**src/include/aoc_pkg.sv**
```systemverilog
package aoc_pkg;
  // ----------------------------------------------------------------
  // Widths and codes
  // ----------------------------------------------------------------
  localparam int          SAMPLE_W      = 14;
  localparam logic [13:0] CODE_MIDSCALE = 14'h2000;
  localparam logic [13:0] CODE_MAX      = 14'h3FFF;
  localparam logic [13:0] CODE_MIN      = 14'h0000;
  localparam int          SIGN_BIT      = 13;

  // Four-level configuration pin, quantised by an on-chip comparator ladder
  localparam logic [1:0] CFG_GND      = 2'h0;
  localparam logic [1:0] CFG_THIRD    = 2'h1;
  localparam logic [1:0] CFG_TWOTHIRD = 2'h2;
  localparam logic [1:0] CFG_VDD      = 2'h3;

  // ----------------------------------------------------------------
  // Timing
  // ----------------------------------------------------------------
  localparam int CLK_PERIOD_NS   = 100;
  localparam int PIPE_LATENCY    = 5;
  localparam int NAP_RECOVER_CYC = 100;
  localparam int RELOCK_CYC      = 100;
  // Sleep recovery is milliseconds; figure in microseconds
  localparam int SLEEP_RECOVER_US  = 2000;
  localparam int SLEEP_RECOVER_CYC = SLEEP_RECOVER_US * 1000 / CLK_PERIOD_NS;
  // A clock gap longer than this counts as a stopped clock
  localparam int STOP_GAP_NS  = 1000;
  localparam int STOP_GAP_CYC = STOP_GAP_NS / CLK_PERIOD_NS;

  localparam int FIFO_DEPTH = 8;
  localparam int CNT_W      = 16;

  // ----------------------------------------------------------------
  // Power state
  // ----------------------------------------------------------------
  typedef enum logic [3:0] {
    PWR_RUN   = 4'b0001,
    PWR_NAP   = 4'b0010,
    PWR_SLEEP = 4'b0100,
    PWR_WAKE  = 4'b1000
  } aoc_pwr_t;
endpackage

```
**src/design/aoc_fifo.sv**
```systemverilog
`timescale 1ns/10ps
module aoc_fifo #(
  parameter int WIDTH = 15,
  parameter int DEPTH = 8
) (
  input  wire logic             clk,
  input  wire logic             sys_rst,
  input  wire logic [WIDTH-1:0] inData,
  input  wire logic             inValid,
  output logic                  inReady,
  output logic      [WIDTH-1:0] outData,
  output logic                  outValid,
  input  wire logic             outReady,
  input  wire logic             flush
);
  localparam int AW = $clog2(DEPTH);

  logic [WIDTH-1:0] mem [DEPTH];
  logic [AW-1:0]    wrPtr_q;
  logic [AW-1:0]    rdPtr_q;
  logic [AW:0]      count_q;
  logic             push;
  logic             pop;

  // ----------------------------------------------------------------
  // Handshake
  // ----------------------------------------------------------------
  assign inReady  = (count_q != (AW+1)'(DEPTH));
  assign outValid = (count_q != '0);
  assign push     = inValid && inReady;
  assign pop      = outValid && outReady;
  assign outData  = mem[rdPtr_q];

  // Storage has no reset; contents are qualified by the count
  always_ff @(posedge clk)
  begin
    if (push)
      mem[wrPtr_q] <= inData;
  end

  // Pointers and fill level
  always_ff @(posedge clk or posedge sys_rst)
  begin
    if (sys_rst)
    begin
      wrPtr_q <= '0;
      rdPtr_q <= '0;
      count_q <= '0;
    end
    else if (flush)
    begin
      wrPtr_q <= '0;
      rdPtr_q <= '0;
      count_q <= '0;
    end
    else
    begin
      if (push)
        wrPtr_q <= (wrPtr_q == AW'(DEPTH-1)) ? '0 : wrPtr_q + 1'b1;
      if (pop)
        rdPtr_q <= (rdPtr_q == AW'(DEPTH-1)) ? '0 : rdPtr_q + 1'b1;
      count_q <= count_q + (AW+1)'(push) - (AW+1)'(pop);
    end
  end
endmodule

```
**src/design/aoc_top.sv**
```systemverilog
`timescale 1ns/10ps
// Function
// Offset binary: midscale 0x2000 at zero, all ones +full, all zeros -full.
// Two's complement is offset binary with top bit inverted.
// Over-range raises flag and saturates word at the matching extreme code.
// Config pin: GND OB/off, 1/3 OB/on, 2/3 2C/on, VDD 2C/off.
// Output enable high puts word and flag into high impedance.
// Power-down with enable high is sleep; recovery takes milliseconds.
// Power-down with enable low is nap; recovery takes 100 cycles.
// Sleep and nap hold all digital outputs in high impedance.
// Clock source stays between 1 and 10 Msps.
// Stabilizer off: clock duty 50 percent within ten, phases at least 40ns.
// Stabilizer on: sample on rising edge, internal 50 percent duty.
// Stabilizer needs about 100 cycles to relock after a stopped clock.
// Result appears five clock cycles after its sample. Here only with the FIFO empty; queued words come later.
// Track while clock low, hold at rising edge.
// Capture logic registers each cycle and drops invalid samples.
module aoc_top
  import aoc_pkg::*;
(
  input  wire logic                      clk,
  input  wire logic                      sys_rst,
  input  wire logic [aoc_pkg::SAMPLE_W-1:0] quantCode,
  input  wire logic                      quantOverHi,
  input  wire logic                      quantOverLo,
  input  wire logic [1:0]                cfgLevel,
  input  wire logic                      outEnable_n,
  input  wire logic                      power_down_pin,
  input  wire logic                      clkGapSeen,
  output logic [aoc_pkg::SAMPLE_W-1:0]   sample_word,
  output logic                           over_range_flag,
  output logic                           dataOe_n,
  output logic                           sampleValid,
  output logic                           stabOn,
  output logic                           twosComp,
  output logic                           refPowered,
  output logic                           corePowered,
  output logic                           fifoFull
);
  import aoc_pkg::*;

  // ----------------------------------------------------------------
  // Pin synchronisers
  // ----------------------------------------------------------------
  logic [1:0] cfgMeta_q;
  logic [1:0] cfgSync_q;
  logic       oeMeta_q;
  logic       oeSync_q;
  logic       pdMeta_q;
  logic       pdSync_q;
  logic       gapMeta_q;
  logic       gapSync_q;

  // Static pins are asynchronous to the sample clock
  always_ff @(posedge clk or posedge sys_rst)
  begin
    if (sys_rst)
    begin
      cfgMeta_q <= 2'h0;
      cfgSync_q <= 2'h0;
      oeMeta_q  <= 1'b1;
      oeSync_q  <= 1'b1;
      pdMeta_q  <= 1'b0;
      pdSync_q  <= 1'b0;
      gapMeta_q <= 1'b0;
      gapSync_q <= 1'b0;
    end
    else
    begin
      cfgMeta_q <= cfgLevel;
      cfgSync_q <= cfgMeta_q;
      oeMeta_q  <= outEnable_n;
      oeSync_q  <= oeMeta_q;
      pdMeta_q  <= power_down_pin;
      pdSync_q  <= pdMeta_q;
      gapMeta_q <= clkGapSeen;
      gapSync_q <= gapMeta_q;
    end
  end

  // ----------------------------------------------------------------
  // Configuration decode
  // ----------------------------------------------------------------
  // Middle levels enable the stabilizer; upper half selects 2's complement
  always_comb
  begin
    unique case (cfgSync_q)
      CFG_GND:
      begin
        twosComp = 1'b0;
        stabOn   = 1'b0;
      end
      CFG_THIRD:
      begin
        twosComp = 1'b0;
        stabOn   = 1'b1;
      end
      CFG_TWOTHIRD:
      begin
        twosComp = 1'b1;
        stabOn   = 1'b1;
      end
      CFG_VDD:
      begin
        twosComp = 1'b1;
        stabOn   = 1'b0;
      end
    endcase
  end

  // ----------------------------------------------------------------
  // Stabilizer lock tracking
  // ----------------------------------------------------------------
  logic [CNT_W-1:0] lockCnt_q;
  logic             locked;
  logic             stabOnDly_q;

  // Lock is lost on a stopped clock or when the stabilizer is turned on
  always_ff @(posedge clk or posedge sys_rst)
  begin
    if (sys_rst)
    begin
      lockCnt_q   <= '0;
      stabOnDly_q <= 1'b0;
    end
    else
    begin
      stabOnDly_q <= stabOn;
      if (!stabOn)
        lockCnt_q <= '0;
      else if (gapSync_q || !stabOnDly_q)
        lockCnt_q <= '0;
      else if (lockCnt_q != CNT_W'(RELOCK_CYC))
        lockCnt_q <= lockCnt_q + 1'b1;
    end
  end

  assign locked = !stabOn || (lockCnt_q == CNT_W'(RELOCK_CYC));

  // ----------------------------------------------------------------
  // Power state machine
  // ----------------------------------------------------------------
  aoc_pwr_t         pwrState_q;
  logic [31:0]      wakeCnt_q;
  logic [31:0]      wakeTarget_q;

  // Mode is chosen by power-down together with output enable
  always_ff @(posedge clk or posedge sys_rst)
  begin
    if (sys_rst)
    begin
      pwrState_q   <= PWR_RUN;
      wakeCnt_q    <= '0;
      wakeTarget_q <= '0;
    end
    else
    begin
      unique case (pwrState_q)
        PWR_RUN:
        begin
          if (pdSync_q && oeSync_q)
            pwrState_q <= PWR_SLEEP;
          else if (pdSync_q)
            pwrState_q <= PWR_NAP;
        end
        PWR_NAP:
        begin
          if (pdSync_q && oeSync_q)
            pwrState_q <= PWR_SLEEP;
          else if (!pdSync_q)
          begin
            pwrState_q   <= PWR_WAKE;
            wakeCnt_q    <= '0;
            wakeTarget_q <= 32'(NAP_RECOVER_CYC);
          end
        end
        PWR_SLEEP:
        begin
          if (pdSync_q && !oeSync_q)
            pwrState_q <= PWR_NAP;
          else if (!pdSync_q)
          begin
            pwrState_q   <= PWR_WAKE;
            wakeCnt_q    <= '0;
            wakeTarget_q <= 32'(SLEEP_RECOVER_CYC);
          end
        end
        PWR_WAKE:
        begin
          if (pdSync_q)
            pwrState_q <= oeSync_q ? PWR_SLEEP : PWR_NAP;
          else if (wakeCnt_q + 32'h1 >= wakeTarget_q)
            pwrState_q <= PWR_RUN;
          else
            wakeCnt_q <= wakeCnt_q + 32'h1;
        end
      endcase
    end
  end

  // Reference stays up in nap only, core down in both low-power modes
  assign refPowered  = (pwrState_q != PWR_SLEEP);
  assign corePowered = (pwrState_q == PWR_RUN) || (pwrState_q == PWR_WAKE);

  // ----------------------------------------------------------------
  // Sample hold and coding
  // ----------------------------------------------------------------
  logic [SAMPLE_W-1:0] heldCode;
  logic                heldOver;

  // Saturate over-range to the matching extreme offset-binary code
  always_comb
  begin
    if (quantOverHi)
      heldCode = CODE_MAX;
    else if (quantOverLo)
      heldCode = CODE_MIN;
    else
      heldCode = quantCode;
    heldOver = quantOverHi || quantOverLo;
    if (twosComp)
      heldCode[SIGN_BIT] = ~heldCode[SIGN_BIT];
  end

  // ----------------------------------------------------------------
  // Pipeline ahead of the FIFO
  // ----------------------------------------------------------------
  // Stage 0 is the hold at the rising edge; FIFO write and output
  // register follow the last stage, so with the FIFO empty the word
  // reaches the pins five edges after its hold
  localparam int STAGES = PIPE_LATENCY - 1;

  logic [SAMPLE_W:0] pipe_q [STAGES];
  logic [STAGES-1:0] pipeOk_q;
  logic              stageOk;

  assign stageOk = corePowered && locked && (pwrState_q == PWR_RUN);

  always_ff @(posedge clk or posedge sys_rst)
  begin
    if (sys_rst)
    begin
      for (int i = 0; i < STAGES; i++)
        pipe_q[i] <= '0;
      pipeOk_q <= '0;
    end
    else
    begin
      pipe_q[0]   <= {heldOver, heldCode};
      pipeOk_q[0] <= stageOk;
      for (int i = 1; i < STAGES; i++)
      begin
        pipe_q[i]   <= pipe_q[i-1];
        pipeOk_q[i] <= pipeOk_q[i-1] && stageOk;
      end
    end
  end

  // ----------------------------------------------------------------
  // Output FIFO
  // ----------------------------------------------------------------
  // Drained once per cycle while outputs drive and the stabilizer is locked; stalls while tri-stated,
  // so a parked bus fills the FIFO and fifoFull stalls nothing upstream
  // except by dropping: the converter cannot stop the analog input.
  logic [SAMPLE_W:0] fifoOut;
  logic              fifoValid;
  logic              fifoInReady;
  logic              drive;
  logic              drain;

  assign drive    = !oeSync_q && (pwrState_q == PWR_RUN);
  assign drain    = drive && locked;
  assign fifoFull = !fifoInReady;

  aoc_fifo #(
    .WIDTH (SAMPLE_W + 1),
    .DEPTH (FIFO_DEPTH)
  ) uFifo (
    .clk      (clk),
    .sys_rst  (sys_rst),
    .inData   (pipe_q[STAGES-1]),
    .inValid  (pipeOk_q[STAGES-1]),
    .inReady  (fifoInReady),
    .outData  (fifoOut),
    .outValid (fifoValid),
    .outReady (drain),
    .flush    (!corePowered)
  );

  // ----------------------------------------------------------------
  // Output register and enable
  // ----------------------------------------------------------------
  // Registered output bus; enable low means pins are driven
  always_ff @(posedge clk or posedge sys_rst)
  begin
    if (sys_rst)
    begin
      sample_word     <= CODE_MIN;
      over_range_flag <= 1'b0;
      sampleValid     <= 1'b0;
      dataOe_n        <= 1'b1;
    end
    else
    begin
      dataOe_n    <= !drive;
      sampleValid <= drain && fifoValid;
      if (drain && fifoValid)
      begin
        sample_word     <= fifoOut[SAMPLE_W-1:0];
        over_range_flag <= fifoOut[SAMPLE_W];
      end
    end
  end
endmodule

```
**config.mk**
```make
export PLATFORM = sky130hd
export DESIGN_NAME = aoc_top
export DESIGN_NICKNAME = d
export VERILOG_FILES = /design/src/include/aoc_pkg.sv /design/src/design/aoc_fifo.sv /design/src/design/aoc_top.sv
export SDC_FILE = /design/constraint.sdc
export NUM_CORES = 1
export LEC_CHECK = 0
export BUFFER_PORTS_ARGS = -buffer_cell sky130_fd_sc_hd__buf_2
export CELL_PAD_IN_SITES_DETAIL_PLACEMENT = 0
export CELL_PAD_IN_SITES_GLOBAL_PLACEMENT = 2
export CORE_MARGIN = 1
export CORE_UTILIZATION = 40
export DETAILED_ROUTE_END_ITERATION = 6
export PLACE_DENSITY = 0.79
export SLEW_MARGIN = 20
export SYNTH_ARGS = -nofsm -noshare
export SYNTH_HDL_FRONTEND = slang
export SYNTH_SLANG_ARGS = --single-unit
```
**constraint.sdc**
```tcl
create_clock -name clk -period 16.4 [get_ports clk]
set_input_delay 3.28 -clock clk [delete_from_list [all_inputs] [get_ports clk]]
set_output_delay 3.28 -clock clk [all_outputs]
set_load 0.05 [all_outputs]
```
### Word level (Yosys, flattened, before mapping)

Memories as Yosys holds them, arrays and structs flattened. A register that Yosys moved wholly into a read port is not among the register bits.
Cells that the tools add are included.

| storage, ports and cells | value |
|---|---|
| bits in registers | 171 |
| latch bits | 0 |
| RAM bits | 120 |
| bits in read-only memories | 0 |
| input bits | 23 |
| memories kept | 1 |

Memories:

| name | words | bits a word | rd ports | clocked after Yosys merged registers in | wr ports | line | source |
|---|---|---|---|---|---|---|---|
| uFifo.mem | 8 | 15 | 1 | 1 | 1 | aoc_fifo.sv:18 | `logic [WIDTH-1:0] mem [DEPTH];` |

| operators by class | value |
|---|---|
| add/subtract/negate cells | 6 |
| $mul | 0 |
| div/mod/pow operators | 0 |
| $lt $le $gt $ge | 1 |
| equality and inequality tests | 24 |
| shift operators | 0 |
| mux-type cells | 37 |
| bitwise operators | 1 |
| reductions and logical operators | 31 |

Operators by type and width:

| operator | count |
|---|---|
| two-way mux 32 bit | 9 |
| one-hot mux 32 bit (3 select lines) | 1 |
| one-hot mux 32 bit (2 select lines) | 1 |
| two-way mux 16 bit | 3 |
| adder 32 x 1 -> 32 bit, second input constant | 1 |
| >= comparator 32 bit | 1 |
| two-way mux 4 bit | 8 |
| two-way mux 14 bit | 2 |
| two-way mux 3 bit | 7 |
| adder 16 x 1 -> 16 bit, second input constant | 1 |
| equality test 16 x 7 -> 1 bit, second input constant | 1 |
| != test 16 x 7 -> 1 bit, second input constant | 1 |
| one-hot mux 4 bit (4 select lines) | 1 |
| != test 2 bit, second input constant | 6 |
| logical AND 1 bit | 11 |
| AND reduction 5 bit | 2 |
| OR reduction 2 bit | 4 |
| adder 3 x 1 -> 3 bit, second input constant | 2 |
| equality test 3 bit, second input constant | 2 |
| != test 3 bit, second input constant | 2 |
| zero test 1 bit | 5 |
| adder 4 x 1 -> 4 bit | 1 |
| equality test 2 bit, second input constant | 2 |
| equality test 4 x 1 -> 1 bit, second input constant | 1 |
| other kinds (18) | 25 |

### Longest topological paths before layout

Gate-level depths: netlist (run 1).

| logic depth | value |
|---|---|
| word-level depth | 9 |
| gate-level depth with buffers | 16 |

### By module

Synthesis (run 1) repeated with hierarchy kept, for this count alone.

| second synthesis, totals | value |
|---|---|
| cells, all modules | 744 |
| area, all modules | 11318.4 um2 |

Modules (own cells, without submodules):

| module | instances | cells each | area an instance (um2) | sequential area each (um2) |
|---|---|---|---|---|
| aoc_top | 1 | 495 | 6038.3 | 3683.5 |
| aoc_fifo | 1 | 249 | 5280.1 | 3853.7 |

### Worst setup path before layout (run 1)

OpenSTA, ideal clock, no wires.

| path | value |
|---|---|
| kind | reg-to-output |
| from | register pwrState_q[0] |
| to | output port corePowered |
| arrival | 1.457 ns |
| setup slack | 11.663 ns |
| stages on the path, launching flop included | 5 |
| cells stage by stage | dfstp_2 -> clkbuf_1 -> xor2_1 -> nand2_1 -> inv_1 |

| between the ends | value |
|---|---|
| longest elaborated chain between the ends | 2 |
| elaborated cells on any way between the ends | 3 |
| classes of those cells | 2 x eq/ne; 1 x reduce/logical |

RTL lines:

| item | line | source |
|---|---|---|
| from (decl) | aoc_top.sv:143 | `aoc_pwr_t pwrState_q;` |
| from (signal assigned) | aoc_top.sv:191 | `pwrState_q <= oeSync_q ? PWR_SLEEP : PWR_NAP;` |
| equality test 4 x 1 -> 1 bit / equality test 4 bit (equally long branches) | aoc_top.sv:203 | `assign corePowered = (pwrState_q == PWR_RUN) \|\| (pwrState_q == PWR_WAKE);` |
| logical OR 1 bit (*) | aoc_top.sv:203 |  |
| to (decl) | aoc_top.sv:37 | `output logic corePowered,` |

Mark *: on every way between the ends. The rest lies on a longest branch, timed or not.

### Worst setup path in the final report (run 1)

Ends and elaborated chain as after synthesis.

==> results of run 1 <==
-- cells by family after synthesis --
kind of cell	Yosys count
xor gates and xnor gates	32
muxes	58
and+or+nand+nor	244
buffers and inverters	64
AOI/OAI and AO/OA	92
adders and majority gates	23
DFF	277
-- state kept, by name (all words and copies together) (netlist names), 2 cells and up --
register / cells
lockCnt_q: 16
uFifo.mem: 120
uFifo.wrPtr_q: 3
pipe_q: 60
cfgMeta_q: 2
wakeTarget_q: 3
uFifo.rdPtr_q: 3
pipeOk_q: 4
sample_word: 14
wakeCnt_q: 32
cfgSync_q: 2
pwrState_q: 4
uFifo.count_q: 4
-- final timing paths --
| check | from | to | slack (ns) |
|---|---|---|---|
| max | pwrState_q[0]$_DFFE_PP1P_ | corePowered | 11.02 |
| min | pipe_q[47]$_DFF_PP0_ | pipe_q[32]$_DFF_PP0_ | 0.34 |
| max reg2reg | wakeCnt_q[0]$_DFFE_PP0P_ | wakeCnt_q[2]$_DFFE_PP0P_ | 11.98 |
| min reg2reg | pipe_q[47]$_DFF_PP0_ | pipe_q[32]$_DFF_PP0_ | 0.34 |
| max in group asynchronous | sys_rst | uFifo.rdPtr_q[0]$_DFFE_PP0P_ | 11.99 |
| min in group asynchronous | sys_rst | lockCnt_q[9]$_DFFE_PP0P_ | 2.87 |
-- metal layers --
| metal | track usage | vias up | wire (um) |
|---|---|---|---|
| li1 | - | 2991 | - |
| met1 | 0.222 | 3111 | 10100 |
| met2 | 0.237 | 100 | 9550 |
| met3 | 0.0191 | 36 | 706 |
| met4 | 0.0474 | 0 | 480 |
| met5 | 0 | - | 0 |
-- synth_stat cells, types with 3 or more instances --
library cell / count
mux2i_1: 25
nand4_1: 18
or3_1: 7
inv_1: 32
nand2_1: 56
a41oi_1: 3
mux4_2: 30
nor3_1: 21
nor2b_1: 17
and4_1: 6
xnor2_1: 17
nor4_1: 11
nand2b_1: 3
clkbuf_1: 25
o21a_1: 3
edfxtp_1: 120
dfstp_2: 4
a21o_1: 15
and3_1: 7
a21oi_1: 20
and2_1: 6
o21ai_0: 29
ha_1: 22
buf_2: 3
nor3b_1: 3
a211oi_1: 4
xor2_1: 15
nand3_1: 22
nor2_1: 50
or2_2: 4
dfrtp_1: 153
-- report_power, final --
part / internal [mW] / leakage [nW] / switching (mW)
Clock: 0.361 / 0.456 / 0.271
Combinational: 0.0210 / 1.40 / 0.0460
Sequential: 0.744 / 2.96 / 0.0157
-- cells in the final DEF (no fill, tap or decap), types with 17 or more instances in the layout --
cell       count
nor2_1        47
buf_2         44
nand4_1       18
mux4_2        30
a21oi_1       20
nor2b_1       17
xnor2_1       17
nand2_1       56
dfrtp_1      152
mux2i_1       25
nor3_1        17
o21ai_0       29
inv_1         31
ha_1          22
clkbuf_16     29
nand3_1       22
edfxtp_1     120
-- worst reg2reg max path: cells and delay by family, from the launching register on --
| family | cells | cell delay [ns] |
|---|---|---|
| flops | 1 | 0.41 |
| mux | 1 | 0.40 |
| compound gates | 5 | 1.57 |
| fa+ha+maj | 2 | 0.57 |
| xor+xnor | 1 | 0.17 |
| simple gates | 4 | 1.20 |
-- through the flow --
step | power, mW | util | instance area (um^2) | hold WS, ns | std cells
global route | 1.51 | 0.470 | 12800 | 0.350 | 1232
CTS | 1.48 | 0.469 | 12800 | 0.349 | 1232
floorplan | 0.822 | - | 11200 | 0.331 | 790
finish | 1.46 | 0.470 | 12800 | 0.341 | 1232
detailed placement | 0.843 | 0.435 | 11800 | 0.335 | 1178
global placement | 0.842 | 0.435 | 11800 | 0.332 | 1178
-- area by class of cell --
cell class	instances	area (um^2)
clock buffer	41	801
timing repair buffer	48	250
clock inverter	13	129
multi-input combinational	449	3450
fill	2430	14400
sequential	277	7540
inverter	32	125
tap	372	465
==> flow_summary.toml, run 1 <==
[run_status]
run_status = "completed"

[timing]
layout_worst_path_cycle_share = 0.328
timing_hold_violations_final = 0
max_slew.worst_pin.slew_ns = 1.06
max_freq_ghz = 0.186
timing_max_transition_violations_final = 0
fin_tns_setup_ns = 0
period_needed_ns = 5.38
slew-limit-headroom = 0.292
worst_clock_skew_ns = 0.0145
rsz_0062_raised_after_global_routing = "no"
setup_viol = 0
finalWorstSetupSlack_ns = 11.02

[clocking]
cts-htree-levels = 1
cts_buffers = 29
clock_latency_ns = 0.56
clock_tree_from_tritoncts = "done"
cts_max_path_buffers = 3
root_buffer = "clkbuf_16"
post-cts-setup-buffers = 0
clk_pin_slew_worst_paths_ns = 0.06
cts_hold_buf = 0
cts_resized = 0
tritoncts_num_sinks = 277

[synthesis]
synthesis.instances = 790
synth_top_family_by_area = "simple AND/OR/NAND/NOR gates"
synth_largest_type_area_fraction = 0.342
muxShareOfSynthArea = 0.0858
post_synth_main_area_contributors = "dfrtp_1 (34%), edfxtp_1 (32%), mux4_2 (6.0%), ha_1 (2.5%), mux2i_1 (2.2%)"
synth_compound_gate_area_share = 0.0528
post_synth_and_or_nand_nor_area_fraction = 0.113
synth_fa_ha_area_frac = 0.0264
ys.flop_type = "dfrtp_1"
syn_area_um2 = 11200
synthDistinctLibCells = 58
synth_area_per_cell_um2 = 14.2
async_reset_ff_frac = 0.567
post_synth_edffs = 120
synth.ff_latch_count = 277
synth-seq-area-share = 0.674
yosys_warnings = 0
synth-xor-area-share = 0.0251
synthDominantAreaCellType = "dfrtp_1"
syn_nets = 836

[critical_path]
critPathTopFamily = "flip-flops"
arrival_ns = 2.10
critical_setup_path_kind = "reg2out"
largest_stage_delay_on_the_critical_path_ns = 0.60
worstPathRequired_ns = 13.12
cp-start-kind = "flip-flop"
crit_path_cell_trace = "xor2_1 > nand2_1 > inv_1 > buf_2"
critPathBufInv = 2
worst-path-stages = 4
worst_path_max_delay_cell = "dfstp_2"
crit_path_end_kind = "output pin"
r2r_cells = 13
critPathMaxFanout = 10

[grt]
grt_overflow = 0
grt_antenna_before_repair = 0
grt_first_pass_wirelength_um = 34200
grt_pass1_vias = 6264
groute.usage.overall = 0.152
maximum_number_of_pins_on_one_net_before_global_route_repair = 83

[placement]
count_of_input_and_output_buffers = 44
place_congestion = 0.722
dp_hpwl_um = 13000
post-place-ws_ns = 11.33

[die]
pin_count = 45
die_outline_area_um2 = 28600
die_x_um = 169
num_rows = 60
floorplan.initialDensity = 0.412
core_ar_um2 = 27200
fp.dieH_um = 169

[routing]
antenna_left = 0
vias_per_cell = 5.06
route.detailed.drc = 0
wirelength_um = 20800
detailedRoute.firstIterationViolations = 368
route.detailed.wl_per_inst_um = 16.9
drt_first_pass_iters = 4
vias = 6238

[finish]
area_growth_pct = 14.1
layout.nets = 883
insertedDiodeCount = 0
final_layout_size_suffix_gt1_frac = 0.174

[power_and_ir_drop]
worst_ir_drop_vdd_mv = 0.0752
power.leakage_nw = 4.81
power.density_cell_area_nw_per_um2 = 114

[job]
cap_violations = 0

[hold_path]
worstHoldPathCells = 0
timing.hold.worst.class = "reg2reg"
Power figures use the tool's default switching activity.
==> inputs of run 2 (changes only) <==
==> constraint.sdc (replaced) <==
create_clock -name clk -period 5.5 [get_ports clk]
set_input_delay 1.1 -clock clk [delete_from_list [all_inputs] [get_ports clk]]
set_output_delay 1.1 -clock clk [all_outputs]
set_load 0.05 [all_outputs]
==> flow_summary.toml, run 2 (same netlist as run 1, synthesis figures left out) <==
[die]
floorplan.initialDensity = 0.412
pin_count = 45
die_outline_area_um2 = 28600
fp.dieH_um = 169
num_rows = 60
core_ar_um2 = 27200
die_x_um = 169

[timing]
timing_hold_violations_final = 0
hold_ws_ns = 0.346
slew-limit-headroom = 0.274
finalWorstSetupSlack_ns = 1.25
worst_clock_skew_ns = 0.0174
timing_max_transition_violations_final = 0
rsz_0062_raised_after_global_routing = "no"
layout_worst_path_cycle_share = 0.772
fin_tns_setup_ns = 0
max_freq_ghz = 0.236
max_slew.worst_pin.slew_ns = 1.09
setup_viol = 0
period_needed_ns = 4.25

[placement]
post-place-ws_ns = 1.33
dp_hpwl_um = 13200
place_congestion = 0.779
cell_area_after_placement_um2 = 11800
count_of_input_and_output_buffers = 44

[critical_path]
critical_setup_path_kind = "reg2reg"
critPathMaxFanout = 19
cp-start-kind = "flip-flop"
worst_path_max_delay_cell = "or4bb_1"
worstPathRequired_ns = 5.96
worst-path-stages = 14
critPathTopFamily = "simple AND/OR/NAND/NOR gates"
cpMostUsedCell = "ha_1"
largest_stage_delay_on_the_critical_path_ns = 0.59
r2r_cells = 14
crit_path_cell_trace = "ha_1 > and3_1 > nand2_1 > nor3_1 > xnor2_1 > ha_1 > a21o_1 > a211oi_1 > o21ai_0 > o21a_1 > or4bb_1 > o21ai_4 > buf_4 > mux2i_1"
arrival_ns = 4.71
crit_path_end_kind = "flip-flop"
critPathBufInv = 1

[grt]
grt_pass1_vias = 6439
groute.usage.overall = 0.156
grt_antenna_before_repair = 0
grt_first_pass_wirelength_um = 35100
grt_overflow = 0
maximum_number_of_pins_on_one_net_before_global_route_repair = 74

[routing]
route.detailed.wl_per_inst_um = 17.2
vias_per_cell = 5.01
vias = 6183
drt_first_pass_iters = 4
wirelength_um = 21200
detailedRoute.firstIterationViolations = 358
antenna_left = 0
route.detailed.drc = 0

[finish]
area_growth_pct = 14.9
final_layout_size_suffix_gt1_frac = 0.181
insertedDiodeCount = 0
largest_register_ff_count = 120
fillerInstances = 2420
most_common_cell_after_layout_fill_and_taps_aside = "dfrtp_1"
registers_with_the_highest_flip_flop_counts = "uFifo.mem (120), pipe_q (60), wakeCnt_q (32)"
layout.nets = 885
layout_common_cells = "dfrtp_1 (152), edfxtp_1 (120), nand2_1 (56)"
fin_area_um2 = 12900
regMostFlops = "uFifo.mem"

[hold_path]
worstHoldPathCells = 0
timing.hold.worst.class = "reg2reg"

[clocking]
cts_buffers = 29
post-cts-setup-buffers = 0
cts_resized = 0
cts_hold_buf = 0
cts-htree-levels = 1
tritoncts_num_sinks = 277
clock_tree_from_tritoncts = "done"
cts_max_path_buffers = 3
root_buffer = "clkbuf_16"
clk_pin_slew_worst_paths_ns = 0.06
clock_latency_ns = 0.55

[run_status]
run_status = "completed"

[power_and_ir_drop]
power.leakage_nw = 4.86
power.density_cell_area_nw_per_um2 = 347
worst_ir_drop_vdd_mv = 0.270

[job]
cap_violations = 0
run 2: cell count changes in the layout (fill, tap and decap cells not counted), sizes merged:
cell      before  now
buf           48   50
inv           35   36
clkinvlp       1    0
clkinv         8   11
clkbuf        41   37
bufinv         1    2
run 2: final timing paths:
kind,start,slack (ns),to
worst max-delay path,wakeCnt_q[0]$_DFFE_PP0P_,1.25,wakeCnt_q[10]$_DFFE_PP0P_
worst min-delay path,pipe_q[16]$_DFF_PP0_,0.35,pipe_q[1]$_DFF_PP0_
worst max register to register,wakeCnt_q[0]$_DFFE_PP0P_,1.25,wakeCnt_q[10]$_DFFE_PP0P_
worst min register to register,pipe_q[16]$_DFF_PP0_,0.35,pipe_q[1]$_DFF_PP0_
max in group asynchronous,sys_rst,3.70,sample_word[1]$_DFFE_PP0P_
min in group asynchronous,sys_rst,0.66,gapMeta_q$_DFF_PP0_
run 2: layout make-up:
type	count	area, um^2	area share
multi-input cells	449	3450	0.269
well taps	372	465	0.0362
clock inverters	17	173	0.0134
repair buffers	50	265	0.0206
inverters	32	125	0.00974
clock buffers	37	827	0.0644
flip-flops and latches	277	7540	0.587
run 2: through the flow:
step | cells | power, mW | utilization
3_3_place_gp | 1180 | 2.51 | 0.436
4_1_cts | 1234 | 4.52 | 0.473
5_1_grt | 1234 | 4.63 | 0.473
6_report | 1234 | 4.46 | 0.473
2_1_floorplan | 790 | 2.45 | -
3_5_place_dp | 1180 | 2.52 | 0.436
run 2: routing by layer:
layer,share of wire,GRT usage
met1,0.48,0.224
met2,0.46,0.252
met3,0.039,0.0219
met4,0.020,0.0400
met5,0,0
run 2: power breakdown:
part / total, mW / internal (mW) / switching, mW / leakage [nW]
sequential: 2.27 / 2.22 / 0.0474 / 2.96
clock: 1.99 / 1.17 / 0.818 / 0.500
combinational: 0.207 / 0.0658 / 0.142 / 1.40
